File: src/core/plrc_pkg.sv
// Shared constants, register map and types of the loop reset, lock and feedback control block
package plrc_pkg;

  // Bus and datapath widths
  localparam int ADDR_W = 8;
  localparam int DATA_W = 32;
  localparam int DIV_W = 8;
  localparam int TRIM_W = 4;
  localparam int MODE_W = 3;
  localparam int NUM_OUT = 2;

  // Register byte offsets
  localparam logic [ADDR_W-1:0] REG_CTRL = 8'h00;
  localparam logic [ADDR_W-1:0] REG_MODE = 8'h04;
  localparam logic [ADDR_W-1:0] REG_MDIV = 8'h08;
  localparam logic [ADDR_W-1:0] REG_NDIV = 8'h0c;
  localparam logic [ADDR_W-1:0] REG_C0DIV = 8'h10;
  localparam logic [ADDR_W-1:0] REG_C1DIV = 8'h14;
  localparam logic [ADDR_W-1:0] REG_STATUS = 8'h18;

  // Field positions
  localparam int CTRL_SELF_RST_BIT = 0;
  localparam int CTRL_NONDED_BIT = 1;
  localparam int CTRL_COMP_SEL_BIT = 2;
  localparam int STAT_LOCKED_BIT = 0;
  localparam int STAT_LOST_BIT = 1;
  localparam int STAT_REJECT_BIT = 2;
  localparam int STAT_FRAC_BIT = 3;
  localparam int STAT_STATE_LSB = 4;
  localparam int STAT_TRIM_LSB = 8;

  // Reset values and divider limits
  localparam logic [DIV_W-1:0] DIV_RESET = 8'h04;
  localparam logic [DIV_W-1:0] DIV_MIN = 8'h01;
  localparam logic [DIV_W-1:0] DIV_MAX = 8'hff;
  localparam logic signed [TRIM_W-1:0] TRIM_NOMINAL = 4'sh0;
  localparam logic signed [TRIM_W-1:0] TRIM_MAX = 4'sh7;
  localparam logic signed [TRIM_W-1:0] TRIM_MIN = 4'sh8;

  // Timing: self-reset pulse is a least time, rounded up to whole cycles
  localparam int CLK_PERIOD_NS = 40;
  localparam int SELF_RST_NS = 1000;
  localparam int SELF_RST_CYCLES = (SELF_RST_NS + CLK_PERIOD_NS - 1) / CLK_PERIOD_NS;
  localparam logic [5:0] SELF_RST_LAST = 6'(SELF_RST_CYCLES - 1);
  localparam logic [3:0] LOCK_GOOD_COUNT = 4'h8;
  localparam logic [DIV_W-1:0] LOCK_WIN = 8'h02;

  // Feedback modes as software writes them
  typedef enum logic [MODE_W-1:0] {
    FB_DIRECT = 3'h0,
    FB_LVDS = 3'h1,
    FB_SOURCE_SYNC = 3'h2,
    FB_NORMAL = 3'h3,
    FB_ZERO_DELAY = 3'h4,
    FB_EXTERNAL = 3'h5
  } plrc_fb_mode_t;

  // Loop control states
  typedef enum logic [2:0] {
    ST_RESET,
    ST_RESYNC,
    ST_ACQUIRE,
    ST_LOCKED,
    ST_SELF_RESET
  } plrc_state_t;

endpackage

File: src/core/plrc_divider.sv
// Loop counter: divides the reference clock, with tick and level outputs; level is high for the first half of each count, rounded up
`timescale 1ns/1ns
module plrc_divider (
  // Clock and reset
  input wire logic clk,
  input wire logic sys_rst,
  // Control
  input wire logic clear,
  input wire logic [plrc_pkg::DIV_W-1:0] divisor,
  // Outputs
  output logic tick,
  output logic level
);

  logic [plrc_pkg::DIV_W-1:0] count;
  logic [plrc_pkg::DIV_W-1:0] lastCount;
  logic [plrc_pkg::DIV_W:0] halfCount;
  logic [plrc_pkg::DIV_W-1:0] next_count;

  // A zero divisor ends the count at zero as one does, so the counter never runs away
  assign lastCount = (divisor == '0) ? '0 : divisor - plrc_pkg::DIV_MIN;
  assign halfCount = ({1'b0, divisor} + 9'h001) >> 1;
  assign tick = (count == lastCount);
  assign level = ({1'b0, count} < halfCount);
  assign next_count = (clear || tick) ? '0 : count + plrc_pkg::DIV_MIN;

  // Counter state
  always_ff @(posedge clk or posedge sys_rst) begin
    if (sys_rst) begin
      count <= '0;
    end else begin
      count <= next_count;
    end
  end

endmodule // plrc_divider

File: src/core/plrc_lock_detect.sv
// Phase and frequency comparison of feedback ticks against reference ticks
`timescale 1ns/1ns
module plrc_lock_detect (
  // Clock and reset
  input wire logic clk,
  input wire logic sys_rst,
  // Comparison inputs
  input wire logic enable,
  input wire logic refTick,
  input wire logic fbTick,
  input wire logic [plrc_pkg::DIV_W-1:0] period,
  // Verdict pulses, one per reference interval
  output logic good,
  output logic bad,
  output logic fbFast,
  output logic fbSlow
);

  logic valid;
  logic [1:0] fbCount;
  logic [plrc_pkg::DIV_W-1:0] sinceRef;
  logic [plrc_pkg::DIV_W-1:0] lag;
  logic phaseOk;
  logic match;

  // Lag close to zero or close to one full period both count as aligned
  assign phaseOk = (lag <= plrc_pkg::LOCK_WIN) ||
                   ({1'b0, lag} + {1'b0, plrc_pkg::LOCK_WIN} >= {1'b0, period});
  assign match = (fbCount == 2'h1) && phaseOk;

  // Interval bookkeeping; a feedback tick on the reference tick opens the new interval
  always_ff @(posedge clk or posedge sys_rst) begin
    if (sys_rst) begin
      valid <= 1'b0;
      fbCount <= 2'h0;
      sinceRef <= '0;
      lag <= '0;
    end else if (!enable || refTick) begin
      valid <= enable;
      fbCount <= (enable && fbTick) ? 2'h1 : 2'h0;
      sinceRef <= '0;
      lag <= '0;
    end else begin
      sinceRef <= (sinceRef == plrc_pkg::DIV_MAX) ? sinceRef : sinceRef + plrc_pkg::DIV_MIN;
      fbCount <= (fbTick && fbCount != 2'h3) ? fbCount + 2'h1 : fbCount;
      lag <= (fbTick && fbCount == 2'h0) ? sinceRef + plrc_pkg::DIV_MIN : lag;
    end
  end

  // Verdicts are given only for intervals that were watched from their start
  always_ff @(posedge clk or posedge sys_rst) begin
    if (sys_rst) begin
      good <= 1'b0;
      bad <= 1'b0;
      fbFast <= 1'b0;
      fbSlow <= 1'b0;
    end else begin
      good <= enable && refTick && valid && match;
      bad <= enable && refTick && valid && !match;
      fbFast <= enable && refTick && valid && (fbCount > 2'h1);
      fbSlow <= enable && refTick && valid && (fbCount == 2'h0);
    end
  end

endmodule // plrc_lock_detect

File: src/core/plrc_pll_ctrl.sv
// Top of the loop control block: reset sequencing, lock status, feedback selection, registers
`timescale 1ns/1ns
module plrc_pll_ctrl (
  // Clock and reset
  input wire logic clk,
  input wire logic sys_rst,
  // Register port
  input wire logic [plrc_pkg::ADDR_W-1:0] regAddr,
  input wire logic [plrc_pkg::DATA_W-1:0] regWrData,
  input wire logic regWrite,
  input wire logic regRead,
  output logic [plrc_pkg::DATA_W-1:0] regRdData,
  // Loop control from core logic
  input wire logic pllReset,
  input wire logic fractionalStrap,
  // Feedback pins
  input wire logic fbIn,
  output logic fbOut,
  output logic fbOutEn,
  // Generated clocks
  output logic [plrc_pkg::NUM_OUT-1:0] outClk,
  output logic lvdsCaptureClk,
  output logic externalClockOut,
  output logic [plrc_pkg::NUM_OUT-1:0] compensatedMask,
  // Status
  output logic locked
);

  plrc_pkg::plrc_state_t state;
  plrc_pkg::plrc_state_t next_state;
  plrc_pkg::plrc_fb_mode_t fbMode;

  // Configuration registers
  logic selfResetEn;
  logic nondedicated;
  logic compSel;
  logic [plrc_pkg::DIV_W-1:0] mDivide;
  logic [plrc_pkg::DIV_W-1:0] nDivide;
  logic [plrc_pkg::DIV_W-1:0] c0Divide;
  logic [plrc_pkg::DIV_W-1:0] c1Divide;

  // Status and loop state
  logic lockLost;
  logic modeRejected;
  logic fractional;
  logic strapTaken;
  logic signed [plrc_pkg::TRIM_W-1:0] trim;
  logic realign;
  logic [3:0] goodCount;
  logic [5:0] selfRstCount;
  logic fbInPrev;

  // Bus decode
  logic selCtrl;
  logic selMode;
  logic selMdiv;
  logic selNdiv;
  logic selC0;
  logic selC1;
  logic selStatus;
  logic [plrc_pkg::DATA_W-1:0] readMux;

  assign selCtrl = (regAddr == plrc_pkg::REG_CTRL);
  assign selMode = (regAddr == plrc_pkg::REG_MODE);
  assign selMdiv = (regAddr == plrc_pkg::REG_MDIV);
  assign selNdiv = (regAddr == plrc_pkg::REG_NDIV);
  assign selC0 = (regAddr == plrc_pkg::REG_C0DIV);
  assign selC1 = (regAddr == plrc_pkg::REG_C1DIV);
  assign selStatus = (regAddr == plrc_pkg::REG_STATUS);

  // Mode write screening; the strap is read directly until it has been captured
  logic fracNow;
  logic [plrc_pkg::MODE_W-1:0] modeReq;
  logic modeLegal;
  logic modeWrite;
  logic modeAccept;

  assign fracNow = strapTaken ? fractional : fractionalStrap;
  assign modeReq = regWrData[plrc_pkg::MODE_W-1:0];
  assign modeLegal = (modeReq <= plrc_pkg::FB_EXTERNAL);
  assign modeWrite = regWrite && selMode;
  assign modeAccept = modeWrite && modeLegal &&
                      (!fracNow || modeReq == plrc_pkg::FB_DIRECT);

  // Loop state decode
  logic inReset;
  logic acquiring;
  logic lossEvent;
  logic compMode;
  logic extFeedback;

  assign inReset = (state == plrc_pkg::ST_RESET) || (state == plrc_pkg::ST_SELF_RESET);
  assign acquiring = (state == plrc_pkg::ST_ACQUIRE) || (state == plrc_pkg::ST_LOCKED);
  assign compMode = (fbMode == plrc_pkg::FB_NORMAL) || (fbMode == plrc_pkg::FB_SOURCE_SYNC);
  assign extFeedback = (fbMode == plrc_pkg::FB_ZERO_DELAY) || (fbMode == plrc_pkg::FB_EXTERNAL);

  // Effective multiply divisor, pulled by the trim and held inside the counter range
  logic signed [plrc_pkg::DIV_W+1:0] mSum;
  logic [plrc_pkg::DIV_W-1:0] mEffective;

  assign mSum = $signed({2'b00, mDivide}) +
                $signed({{(plrc_pkg::DIV_W + 2 - plrc_pkg::TRIM_W){trim[plrc_pkg::TRIM_W-1]}},
                         trim});
  assign mEffective = (mSum < $signed({2'b00, plrc_pkg::DIV_MIN})) ? plrc_pkg::DIV_MIN :
                      (mSum > $signed({2'b00, plrc_pkg::DIV_MAX})) ? plrc_pkg::DIV_MAX :
                      mSum[plrc_pkg::DIV_W-1:0];

  // Counters: all held clear in reset; multiply and output counters also clear on realignment
  logic refTick;
  logic mTick;
  logic mLevel;
  logic [plrc_pkg::NUM_OUT-1:0] cTick;
  logic [plrc_pkg::NUM_OUT-1:0] cLevel;
  logic alignNow;
  logic loopClear;

  assign alignNow = refTick && ((state == plrc_pkg::ST_RESYNC) || realign);
  assign loopClear = inReset || alignNow;

  plrc_divider uRefDiv (
    .clk(clk),
    .sys_rst(sys_rst),
    .clear(inReset),
    .divisor(nDivide),
    .tick(refTick),
    .level()
  );

  plrc_divider uMulDiv (
    .clk(clk),
    .sys_rst(sys_rst),
    .clear(loopClear),
    .divisor(mEffective),
    .tick(mTick),
    .level(mLevel)
  );

  plrc_divider uOut0Div (
    .clk(clk),
    .sys_rst(sys_rst),
    .clear(loopClear),
    .divisor(c0Divide),
    .tick(cTick[0]),
    .level(cLevel[0])
  );

  plrc_divider uOut1Div (
    .clk(clk),
    .sys_rst(sys_rst),
    .clear(loopClear),
    .divisor(c1Divide),
    .tick(cTick[1]),
    .level(cLevel[1])
  );

  // Feedback source selection
  logic fbInRise;
  logic fbTick;

  assign fbInRise = fbIn && !fbInPrev;
  assign fbTick = extFeedback ? fbInRise :
                  (compMode && nondedicated) ? cTick[compSel] :
                  mTick;

  logic lockGood;
  logic lockBad;
  logic fbFast;
  logic fbSlow;

  plrc_lock_detect uLockDet (
    .clk(clk),
    .sys_rst(sys_rst),
    .enable(acquiring),
    .refTick(refTick),
    .fbTick(fbTick),
    .period(nDivide),
    .good(lockGood),
    .bad(lockBad),
    .fbFast(fbFast),
    .fbSlow(fbSlow)
  );

  assign lossEvent = (state == plrc_pkg::ST_LOCKED) && lockBad;

  // Loop sequencing; an external reset outranks every other condition
  always_comb begin
    next_state = state;
    case (state)
      plrc_pkg::ST_RESET: begin
        if (!pllReset) begin
          next_state = plrc_pkg::ST_RESYNC;
        end
      end
      plrc_pkg::ST_RESYNC: begin
        if (refTick) begin
          next_state = plrc_pkg::ST_ACQUIRE;
        end
      end
      plrc_pkg::ST_ACQUIRE: begin
        if (lockGood && goodCount == plrc_pkg::LOCK_GOOD_COUNT - 4'h1) begin
          next_state = plrc_pkg::ST_LOCKED;
        end
      end
      plrc_pkg::ST_LOCKED: begin
        if (lockBad) begin
          next_state = selfResetEn ? plrc_pkg::ST_SELF_RESET : plrc_pkg::ST_ACQUIRE;
        end
      end
      plrc_pkg::ST_SELF_RESET: begin
        if (selfRstCount == plrc_pkg::SELF_RST_LAST) begin
          next_state = plrc_pkg::ST_RESYNC;
        end
      end
      default: begin
        next_state = plrc_pkg::ST_RESET;
      end
    endcase
    if (pllReset) begin
      next_state = plrc_pkg::ST_RESET;
    end
  end

  always_ff @(posedge clk or posedge sys_rst) begin
    if (sys_rst) begin
      state <= plrc_pkg::ST_RESET;
    end else begin
      state <= next_state;
    end
  end

  // Lock qualification and self-reset timing
  always_ff @(posedge clk or posedge sys_rst) begin
    if (sys_rst) begin
      goodCount <= 4'h0;
      selfRstCount <= 6'h00;
    end else begin
      goodCount <= (state != plrc_pkg::ST_ACQUIRE || lockBad) ? 4'h0 :
                   lockGood ? goodCount + 4'h1 : goodCount;
      selfRstCount <= (state == plrc_pkg::ST_SELF_RESET) ? selfRstCount + 6'h01 : 6'h00;
    end
  end

  // Oscillator pull: frequency errors move the trim, pure phase errors request a realignment
  always_ff @(posedge clk or posedge sys_rst) begin
    if (sys_rst) begin
      trim <= plrc_pkg::TRIM_NOMINAL;
      realign <= 1'b0;
    end else if (inReset) begin
      trim <= plrc_pkg::TRIM_NOMINAL;
      realign <= 1'b0;
    end else begin
      if (fbFast && trim != plrc_pkg::TRIM_MAX) begin
        trim <= trim + 4'sh1;
      end else if (fbSlow && trim != plrc_pkg::TRIM_MIN) begin
        trim <= trim - 4'sh1;
      end
      realign <= refTick ? 1'b0 : (realign || (lockBad && !fbFast && !fbSlow));
    end
  end

  // Strap capture after release, and the edge memory for the external feedback input
  always_ff @(posedge clk or posedge sys_rst) begin
    if (sys_rst) begin
      strapTaken <= 1'b0;
      fractional <= 1'b0;
      fbInPrev <= 1'b0;
    end else begin
      strapTaken <= 1'b1;
      fractional <= strapTaken ? fractional : fractionalStrap;
      fbInPrev <= fbIn;
    end
  end

  // Writable configuration
  always_ff @(posedge clk or posedge sys_rst) begin
    if (sys_rst) begin
      selfResetEn <= 1'b0;
      nondedicated <= 1'b0;
      compSel <= 1'b0;
      fbMode <= plrc_pkg::FB_DIRECT;
      mDivide <= plrc_pkg::DIV_RESET;
      nDivide <= plrc_pkg::DIV_RESET;
      c0Divide <= plrc_pkg::DIV_RESET;
      c1Divide <= plrc_pkg::DIV_RESET;
    end else begin
      if (regWrite && selCtrl) begin
        selfResetEn <= regWrData[plrc_pkg::CTRL_SELF_RST_BIT];
        nondedicated <= regWrData[plrc_pkg::CTRL_NONDED_BIT];
        compSel <= regWrData[plrc_pkg::CTRL_COMP_SEL_BIT];
      end
      if (modeAccept) begin
        fbMode <= plrc_pkg::plrc_fb_mode_t'(modeReq);
      end
      mDivide <= (regWrite && selMdiv) ? regWrData[plrc_pkg::DIV_W-1:0] : mDivide;
      nDivide <= (regWrite && selNdiv) ? regWrData[plrc_pkg::DIV_W-1:0] : nDivide;
      c0Divide <= (regWrite && selC0) ? regWrData[plrc_pkg::DIV_W-1:0] : c0Divide;
      c1Divide <= (regWrite && selC1) ? regWrData[plrc_pkg::DIV_W-1:0] : c1Divide;
    end
  end

  // Sticky status; a new event in the clearing cycle survives the clear
  logic clrLost;
  logic clrReject;
  logic modeRefused;

  assign clrLost = regWrite && selStatus && regWrData[plrc_pkg::STAT_LOST_BIT];
  assign clrReject = regWrite && selStatus && regWrData[plrc_pkg::STAT_REJECT_BIT];
  assign modeRefused = modeWrite && !modeAccept;

  always_ff @(posedge clk or posedge sys_rst) begin
    if (sys_rst) begin
      lockLost <= 1'b0;
      modeRejected <= 1'b0;
    end else begin
      lockLost <= lossEvent || (lockLost && !clrLost);
      modeRejected <= modeRefused || (modeRejected && !clrReject);
    end
  end

  // Read selection; unmapped offsets read as zero
  always_comb begin
    readMux = '0;
    if (selCtrl) begin
      readMux[plrc_pkg::CTRL_SELF_RST_BIT] = selfResetEn;
      readMux[plrc_pkg::CTRL_NONDED_BIT] = nondedicated;
      readMux[plrc_pkg::CTRL_COMP_SEL_BIT] = compSel;
    end else if (selMode) begin
      readMux[plrc_pkg::MODE_W-1:0] = fbMode;
    end else if (selMdiv) begin
      readMux[plrc_pkg::DIV_W-1:0] = mDivide;
    end else if (selNdiv) begin
      readMux[plrc_pkg::DIV_W-1:0] = nDivide;
    end else if (selC0) begin
      readMux[plrc_pkg::DIV_W-1:0] = c0Divide;
    end else if (selC1) begin
      readMux[plrc_pkg::DIV_W-1:0] = c1Divide;
    end else if (selStatus) begin
      readMux[plrc_pkg::STAT_LOCKED_BIT] = locked;
      readMux[plrc_pkg::STAT_LOST_BIT] = lockLost;
      readMux[plrc_pkg::STAT_REJECT_BIT] = modeRejected;
      readMux[plrc_pkg::STAT_FRAC_BIT] = fractional;
      readMux[plrc_pkg::STAT_STATE_LSB +: 3] = state;
      readMux[plrc_pkg::STAT_TRIM_LSB +: plrc_pkg::TRIM_W] = trim;
    end
  end

  // Read data stand for one cycle only, zero otherwise
  always_ff @(posedge clk or posedge sys_rst) begin
    if (sys_rst) begin
      regRdData <= '0;
    end else begin
      regRdData <= regRead ? readMux : '0;
    end
  end

  // Clock outputs; the fractional variant keeps both output counters but drives only the first output clock
  logic [plrc_pkg::NUM_OUT-1:0] next_outClk;
  logic [plrc_pkg::NUM_OUT-1:0] next_compMask;

  assign next_outClk = inReset ? '0 : {cLevel[1] && !fractional, cLevel[0]};
  assign next_compMask = compMode ? (compSel ? 2'h2 : 2'h1) : 2'h0;

  always_ff @(posedge clk or posedge sys_rst) begin
    if (sys_rst) begin
      outClk <= '0;
      lvdsCaptureClk <= 1'b0;
      externalClockOut <= 1'b0;
      compensatedMask <= '0;
      locked <= 1'b0;
    end else begin
      outClk <= next_outClk;
      lvdsCaptureClk <= !inReset && fbMode == plrc_pkg::FB_LVDS && !cLevel[1];
      externalClockOut <= !inReset && fbMode != plrc_pkg::FB_EXTERNAL && cLevel[0];
      compensatedMask <= next_compMask;
      locked <= (next_state == plrc_pkg::ST_LOCKED);
    end
  end

  // Feedback pin drive: multiply counter in external mode, output copy in zero delay mode
  always_ff @(posedge clk or posedge sys_rst) begin
    if (sys_rst) begin
      fbOut <= 1'b0;
      fbOutEn <= 1'b0;
    end else begin
      fbOut <= !inReset && ((fbMode == plrc_pkg::FB_EXTERNAL) ? mLevel : cLevel[0]);
      fbOutEn <= extFeedback;
    end
  end

endmodule // plrc_pll_ctrl

File: config.mk
export PLATFORM = sky130hd
export DESIGN_NAME = plrc_pll_ctrl
export DESIGN_NICKNAME = d
export VERILOG_FILES = /design/src/core/plrc_pkg.sv /design/src/core/plrc_divider.sv /design/src/core/plrc_lock_detect.sv /design/src/core/plrc_pll_ctrl.sv
export SDC_FILE = /design/constraint.sdc
export NUM_CORES = 1
export LEC_CHECK = 0
export ABC_AREA = 1
export BUFFER_PORTS_ARGS = -buffer_cell sky130_fd_sc_hd__buf_2
export CAP_MARGIN = 20
export CORE_UTILIZATION = 30
export DETAILED_ROUTE_END_ITERATION = 10
export GPL_ROUTABILITY_DRIVEN = 0
export PLACE_DENSITY_LB_ADDON = 0.3
export SLEW_MARGIN = 20
export SYNTH_ARGS = -nofsm -noshare
export SYNTH_HDL_FRONTEND = slang
export SYNTH_SLANG_ARGS = --single-unit
File: constraint.sdc
create_clock -name clk -period 4.3 [get_ports clk]
set_input_delay 0.43 -clock clk [delete_from_list [all_inputs] [get_ports clk]]
set_output_delay 0.43 -clock clk [all_outputs]
set_load 0.005 [all_outputs]
==> impl_metrics.prom <==
# TYPE chip_impl_metric gauge
chip_impl_metric{name="placeableCoreArea",unit="um2"} 29900
chip_impl_info{name="run_status",value="finished clean"} 1
chip_impl_metric{name="async_reset_ff_share",unit="%"} 100
chip_impl_metric{name="internal_power",unit="uW"} 2730
chip_impl_metric{name="maxClockFrequency",unit="MHz"} 261
chip_impl_metric{name="totalWireLength",unit="um"} 22700
chip_impl_metric{name="setup_tns",unit="ps"} 0
chip_impl_metric{name="post_drt_via_cell_ratio",unit=""} 4.64
chip_impl_metric{name="proportion_of_layout_cells_with_a_drive_suffix_above_1",unit="%"} 9.84
chip_impl_metric{name="n_fill_cell",unit=""} 3132
chip_impl_metric{name="synth-seq-cells",unit=""} 137
chip_impl_metric{name="ant_nets",unit=""} 0
chip_impl_metric{name="slew_headroom",unit="%"} 44.6
chip_impl_metric{name="power_density",unit="nW/um2"} 400
chip_impl_metric{name="layout.cell_area.non_filler",unit="um2"} 10400
chip_impl_info{name="cp_common_cell",value="sky130_fd_sc_hd__nand2_1"} 1
chip_impl_metric{name="worst_setup_hold_path_clk_slew",unit="ps"} 60
chip_impl_info{name="end_kind",value="flop"} 1
chip_impl_metric{name="net_load_switching_power",unit="uW"} 1440
chip_impl_metric{name="worst-slew-pin-transition",unit="ps"} 831
chip_impl_metric{name="rows",unit=""} 63
chip_impl_metric{name="sw_frac_of_total",unit="%"} 34.5
chip_impl_metric{name="placement.cell_area",unit="um2"} 9770
chip_impl_metric{name="global_route.usage.total",unit="%"} 15.6
chip_impl_metric{name="detailed_router_iteration_count_before_antenna_repair",unit=""} 5
chip_impl_metric{name="final.setup.worst_slack",unit="ps"} 468
chip_impl_metric{name="die_x",unit="um"} 177
chip_impl_metric{name="vias",unit=""} 7755
chip_impl_metric{name="placement.io_buffers",unit=""} 43
chip_impl_info{name="synth_top_flop_cell",value="sky130_fd_sc_hd__dfrtp_1"} 1
chip_impl_metric{name="final_nets",unit=""} 1376
chip_impl_metric{name="post-route-util",unit="%"} 34.9
chip_impl_metric{name="grt_pass1_vias",unit=""} 7544
chip_impl_metric{name="maxSlewViolCount",unit=""} 0
chip_impl_metric{name="die-height",unit="um"} 177
chip_impl_metric{name="antennaDiodeCount",unit=""} 0
chip_impl_metric{name="finish.cell_count_without_fillers",unit=""} 1670
chip_impl_metric{name="number_of_buffers_between_clock_root_and_the_deepest_sink",unit=""} 2
chip_impl_metric{name="boundaryPins",unit=""} 88
chip_impl_info{name="timing.hold.worst.class",value="in -> reg"} 1
chip_impl_metric{name="cts_num_sinks",unit=""} 137
chip_impl_metric{name="synth_seq_area_share",unit="%"} 37.5
chip_impl_metric{name="netlist_area",unit="um2"} 9160
chip_impl_metric{name="floorplan.initialDensity",unit="%"} 30.7
chip_impl_metric{name="place_ws",unit="ps"} 287
chip_impl_metric{name="number_of_antenna_violations_at_the_first_check_in_global_routing",unit=""} 0
chip_impl_metric{name="critical_path.max_fanout",unit=""} 10
chip_impl_info{name="slowest_stage",value="sky130_fd_sc_hd__fa_1"} 1
chip_impl_metric{name="postCtsHoldBufs",unit=""} 0
chip_impl_metric{name="grt-ovfl-total",unit=""} 0
chip_impl_info{name="start_kind",value="flop"} 1
chip_impl_metric{name="clk_latency",unit="ps"} 430
chip_impl_metric{name="max_cap_viol_count",unit=""} 0
chip_impl_metric{name="maximum_number_of_pins_on_one_net_before_global_route_repair",unit=""} 88
chip_impl_metric{name="sequentialPowerShare",unit="%"} 35.7
chip_impl_metric{name="cp.arrival",unit="ps"} 4200
chip_impl_metric{name="worstPathRequired",unit="ps"} 4670
chip_impl_metric{name="grt_pass1_wl",unit="um"} 38300
chip_impl_metric{name="finalCritPeriodShare",unit="%"} 89.1
chip_impl_metric{name="worst_ir_drop_vdd",unit="V"} 0.000299
chip_impl_metric{name="fin_skew",unit="ps"} 10.6
chip_impl_metric{name="post_drt_wl_per_cell",unit="um"} 13.6
chip_impl_metric{name="area.growth.synth_to_final",unit="%"} 13.7
chip_impl_metric{name="critical_path.max_stage_delay",unit="ps"} 560
chip_impl_metric{name="drc",unit=""} 0
chip_impl_metric{name="finalCriticalPeriod",unit="ps"} 3830
chip_impl_metric{name="drt_iter0_markers",unit=""} 503
chip_impl_metric{name="synthesis.instances",unit=""} 1213
chip_impl_metric{name="final-setup-viol-count",unit=""} 0
chip_impl_metric{name="post_synth_num_cell_types",unit=""} 55
chip_impl_metric{name="total_leakage_power",unit="uW"} 0.00506
chip_impl_metric{name="cts_inserted_buffers",unit=""} 17
chip_impl_metric{name="synth-edff-count",unit=""} 0
chip_impl_metric{name="dp.final_hpwl",unit="um"} 17500
chip_impl_info{name="cts_tree",value="built"} 1
chip_impl_info{name="unrepaired_setup_endpoints_after_global_routing",value="no"} 1
chip_impl_metric{name="power.share.combinational",unit="%"} 26.8
chip_impl_metric{name="htree_num_levels",unit=""} 4
chip_impl_info{name="clockRootBuffer",value="sky130_fd_sc_hd__clkbuf_16"} 1
chip_impl_metric{name="placed_cells",unit=""} 1636
chip_impl_info{name="crit_type",value="reg -> reg"} 1
chip_impl_metric{name="power.clock.fraction",unit="%"} 37.5
chip_impl_metric{name="hold_viol",unit=""} 0
chip_impl_metric{name="postSynthAreaPerCell",unit="um2"} 7.55
chip_impl_metric{name="die_area",unit="um2"} 31200
chip_impl_metric{name="warning_count_from_the_yosys_run",unit=""} 0
==> final timing paths <==
check / start / end / slack, ps / cells after the start
hold / removal: fbIn / fbInPrev / 150 / 1
setup reg to reg: mDivide[0] / uLockDet.lag[3] / 470 / 26
hold reg to reg: fractional / outClk[1] / 450 / 1
min in group asynchronous: sys_rst / uRefDiv.count[1] / 190 / 2
setup / recovery: mDivide[0] / uLockDet.lag[3] / 470 / 26
max in group asynchronous: sys_rst / trim[3] / 3190 / 3
==> flip-flops by register name, summed over array words and instances (netlist names), 4 cells and up <==
register / flops
goodCount: 4
uMulDiv.count: 8
nDivide: 8
uOut1Div.count: 8
mDivide: 8
selfRstCount: 6
trim: 4
c1Divide: 8
uOut0Div.count: 8
uLockDet.sinceRef: 8
regRdData: 12
c0Divide: 8
uRefDiv.count: 8
uLockDet.lag: 8
==> Yosys cell counts (all sizes together) (3+ instances only) <==
cell	count	area [um2]
nor2	125	487
xnor2	10	87.6
nand4	18	119
buf	22	159
o2111ai	3	26.3
o221ai	3	26.3
a211oi	3	22.5
nor3b	13	97.6
o21ai	73	384
inv	182	683
dfrtp	133	3330
ha	60	751
dfstp	4	105
nand3b	4	33.8
nand2	286	1130
nor4	11	68.8
a21oi	38	190
xor2	48	420
o311ai	4	35.0
clkbuf	11	41.3
nor3	34	170
nand3	86	455
o21a	3	22.5
o211ai	12	90.1
a31oi	4	25.0
==> logic make-up (layout without fill, tap and decap cells) <==
family	Yosys count	count (layout)	synth area share, %
fa+ha+maj	62	62	8.63
other cells	2	21	0.0820
flops	137	137	37.5
simple gates	580	580	28.2
xor+xnor	58	58	5.54
compound gates	156	156	10.1
buf+inv	216	264	9.74
mux	2	2	0.232
==> placed cells by master, fill, tap and decap left out, types with 3 or more instances in the layout <==
cell type and n:
sky130_fd_sc_hd__nand3b_1 3, sky130_fd_sc_hd__nor2_1 119, sky130_fd_sc_hd__o21ai_0 66, sky130_fd_sc_hd__o311ai_0 4
sky130_fd_sc_hd__inv_1 176, sky130_fd_sc_hd__clkbuf_16 17, sky130_fd_sc_hd__a211oi_1 3, sky130_fd_sc_hd__bufinv_16 3
sky130_fd_sc_hd__nor4_1 11, sky130_fd_sc_hd__nor3b_1 13, sky130_fd_sc_hd__xnor2_1 10, sky130_fd_sc_hd__dfrtp_1 131
sky130_fd_sc_hd__nor2_2 5, sky130_fd_sc_hd__nand2_2 11, sky130_fd_sc_hd__a21oi_1 38, sky130_fd_sc_hd__a31oi_1 4
sky130_fd_sc_hd__o221ai_1 3, sky130_fd_sc_hd__xor2_1 48, sky130_fd_sc_hd__o21ai_1 4, sky130_fd_sc_hd__o21a_1 3
sky130_fd_sc_hd__o211ai_1 12, sky130_fd_sc_hd__dfstp_2 4, sky130_fd_sc_hd__o2111ai_1 3, sky130_fd_sc_hd__inv_2 5
sky130_fd_sc_hd__nand2_1 272, sky130_fd_sc_hd__clkbuf_8 4, sky130_fd_sc_hd__clkinvlp_4 3, sky130_fd_sc_hd__buf_4 5
sky130_fd_sc_hd__nor3_1 34, sky130_fd_sc_hd__conb_1 21, sky130_fd_sc_hd__buf_2 43, sky130_fd_sc_hd__nand4_1 17
sky130_fd_sc_hd__nand3_1 84, sky130_fd_sc_hd__ha_1 59
==> critical path, delay by kind of cell, from the launching register on <==
kind / cells / cell delay, ps
simple gates: 17 / 1760
fa+ha+maj: 3 / 970
flops: 1 / 390
compound gates: 3 / 340
buf+inv: 3 / 300
==> per-layer routing <==
layer  vias to the layer above  routed length (um)  GRT usage, %  part of all wire [%]
met5                         -                   0             0                     0
met4                         0                 425          5.03                   1.9
met3                        19                 993          3.20                   4.4
met2                       145                9960          24.2                    44
met1                      3570               11300          21.5                    50
li1                       4021                   -             -                     -
==> stage by stage <==
stage                     total power (uW)  hold slack, ps
final                                 4170             146
after detailed placement              2640             434
after CTS                             4210             130
after floorplan                       2310             401
after global routing                  4460             129
after global placement                2620             416
==> layout make-up <==
class                      count  area [um2]  share of cell area, %
clock buffer                  22         484                   4.65
clock inverter                10         140                   1.35
inverter                     183         697                   6.69
multi-input combinational    879        4910                   47.2
sequential                   137        3440                   33.0
tap                          390         488                   4.68
timing repair buffer          49         258                   2.47
==> power groups by stage <==
stage          clock (uW)  combinational, uW  sequential (uW)
2_1_floorplan           0                829             1480
3_3_place_gp            0               1110             1510
3_5_place_dp            0               1120             1510
4_1_cts              1590               1130             1490
5_1_grt              1660               1300             1500
6_report             1560               1120             1490
==> what timing repair did <==
action	4_1_cts	5_1_grt
setup endpoints to repair	0	11
buffers inserted	0	1
resized for setup	0	4
(Power assumes the default switching activity.)
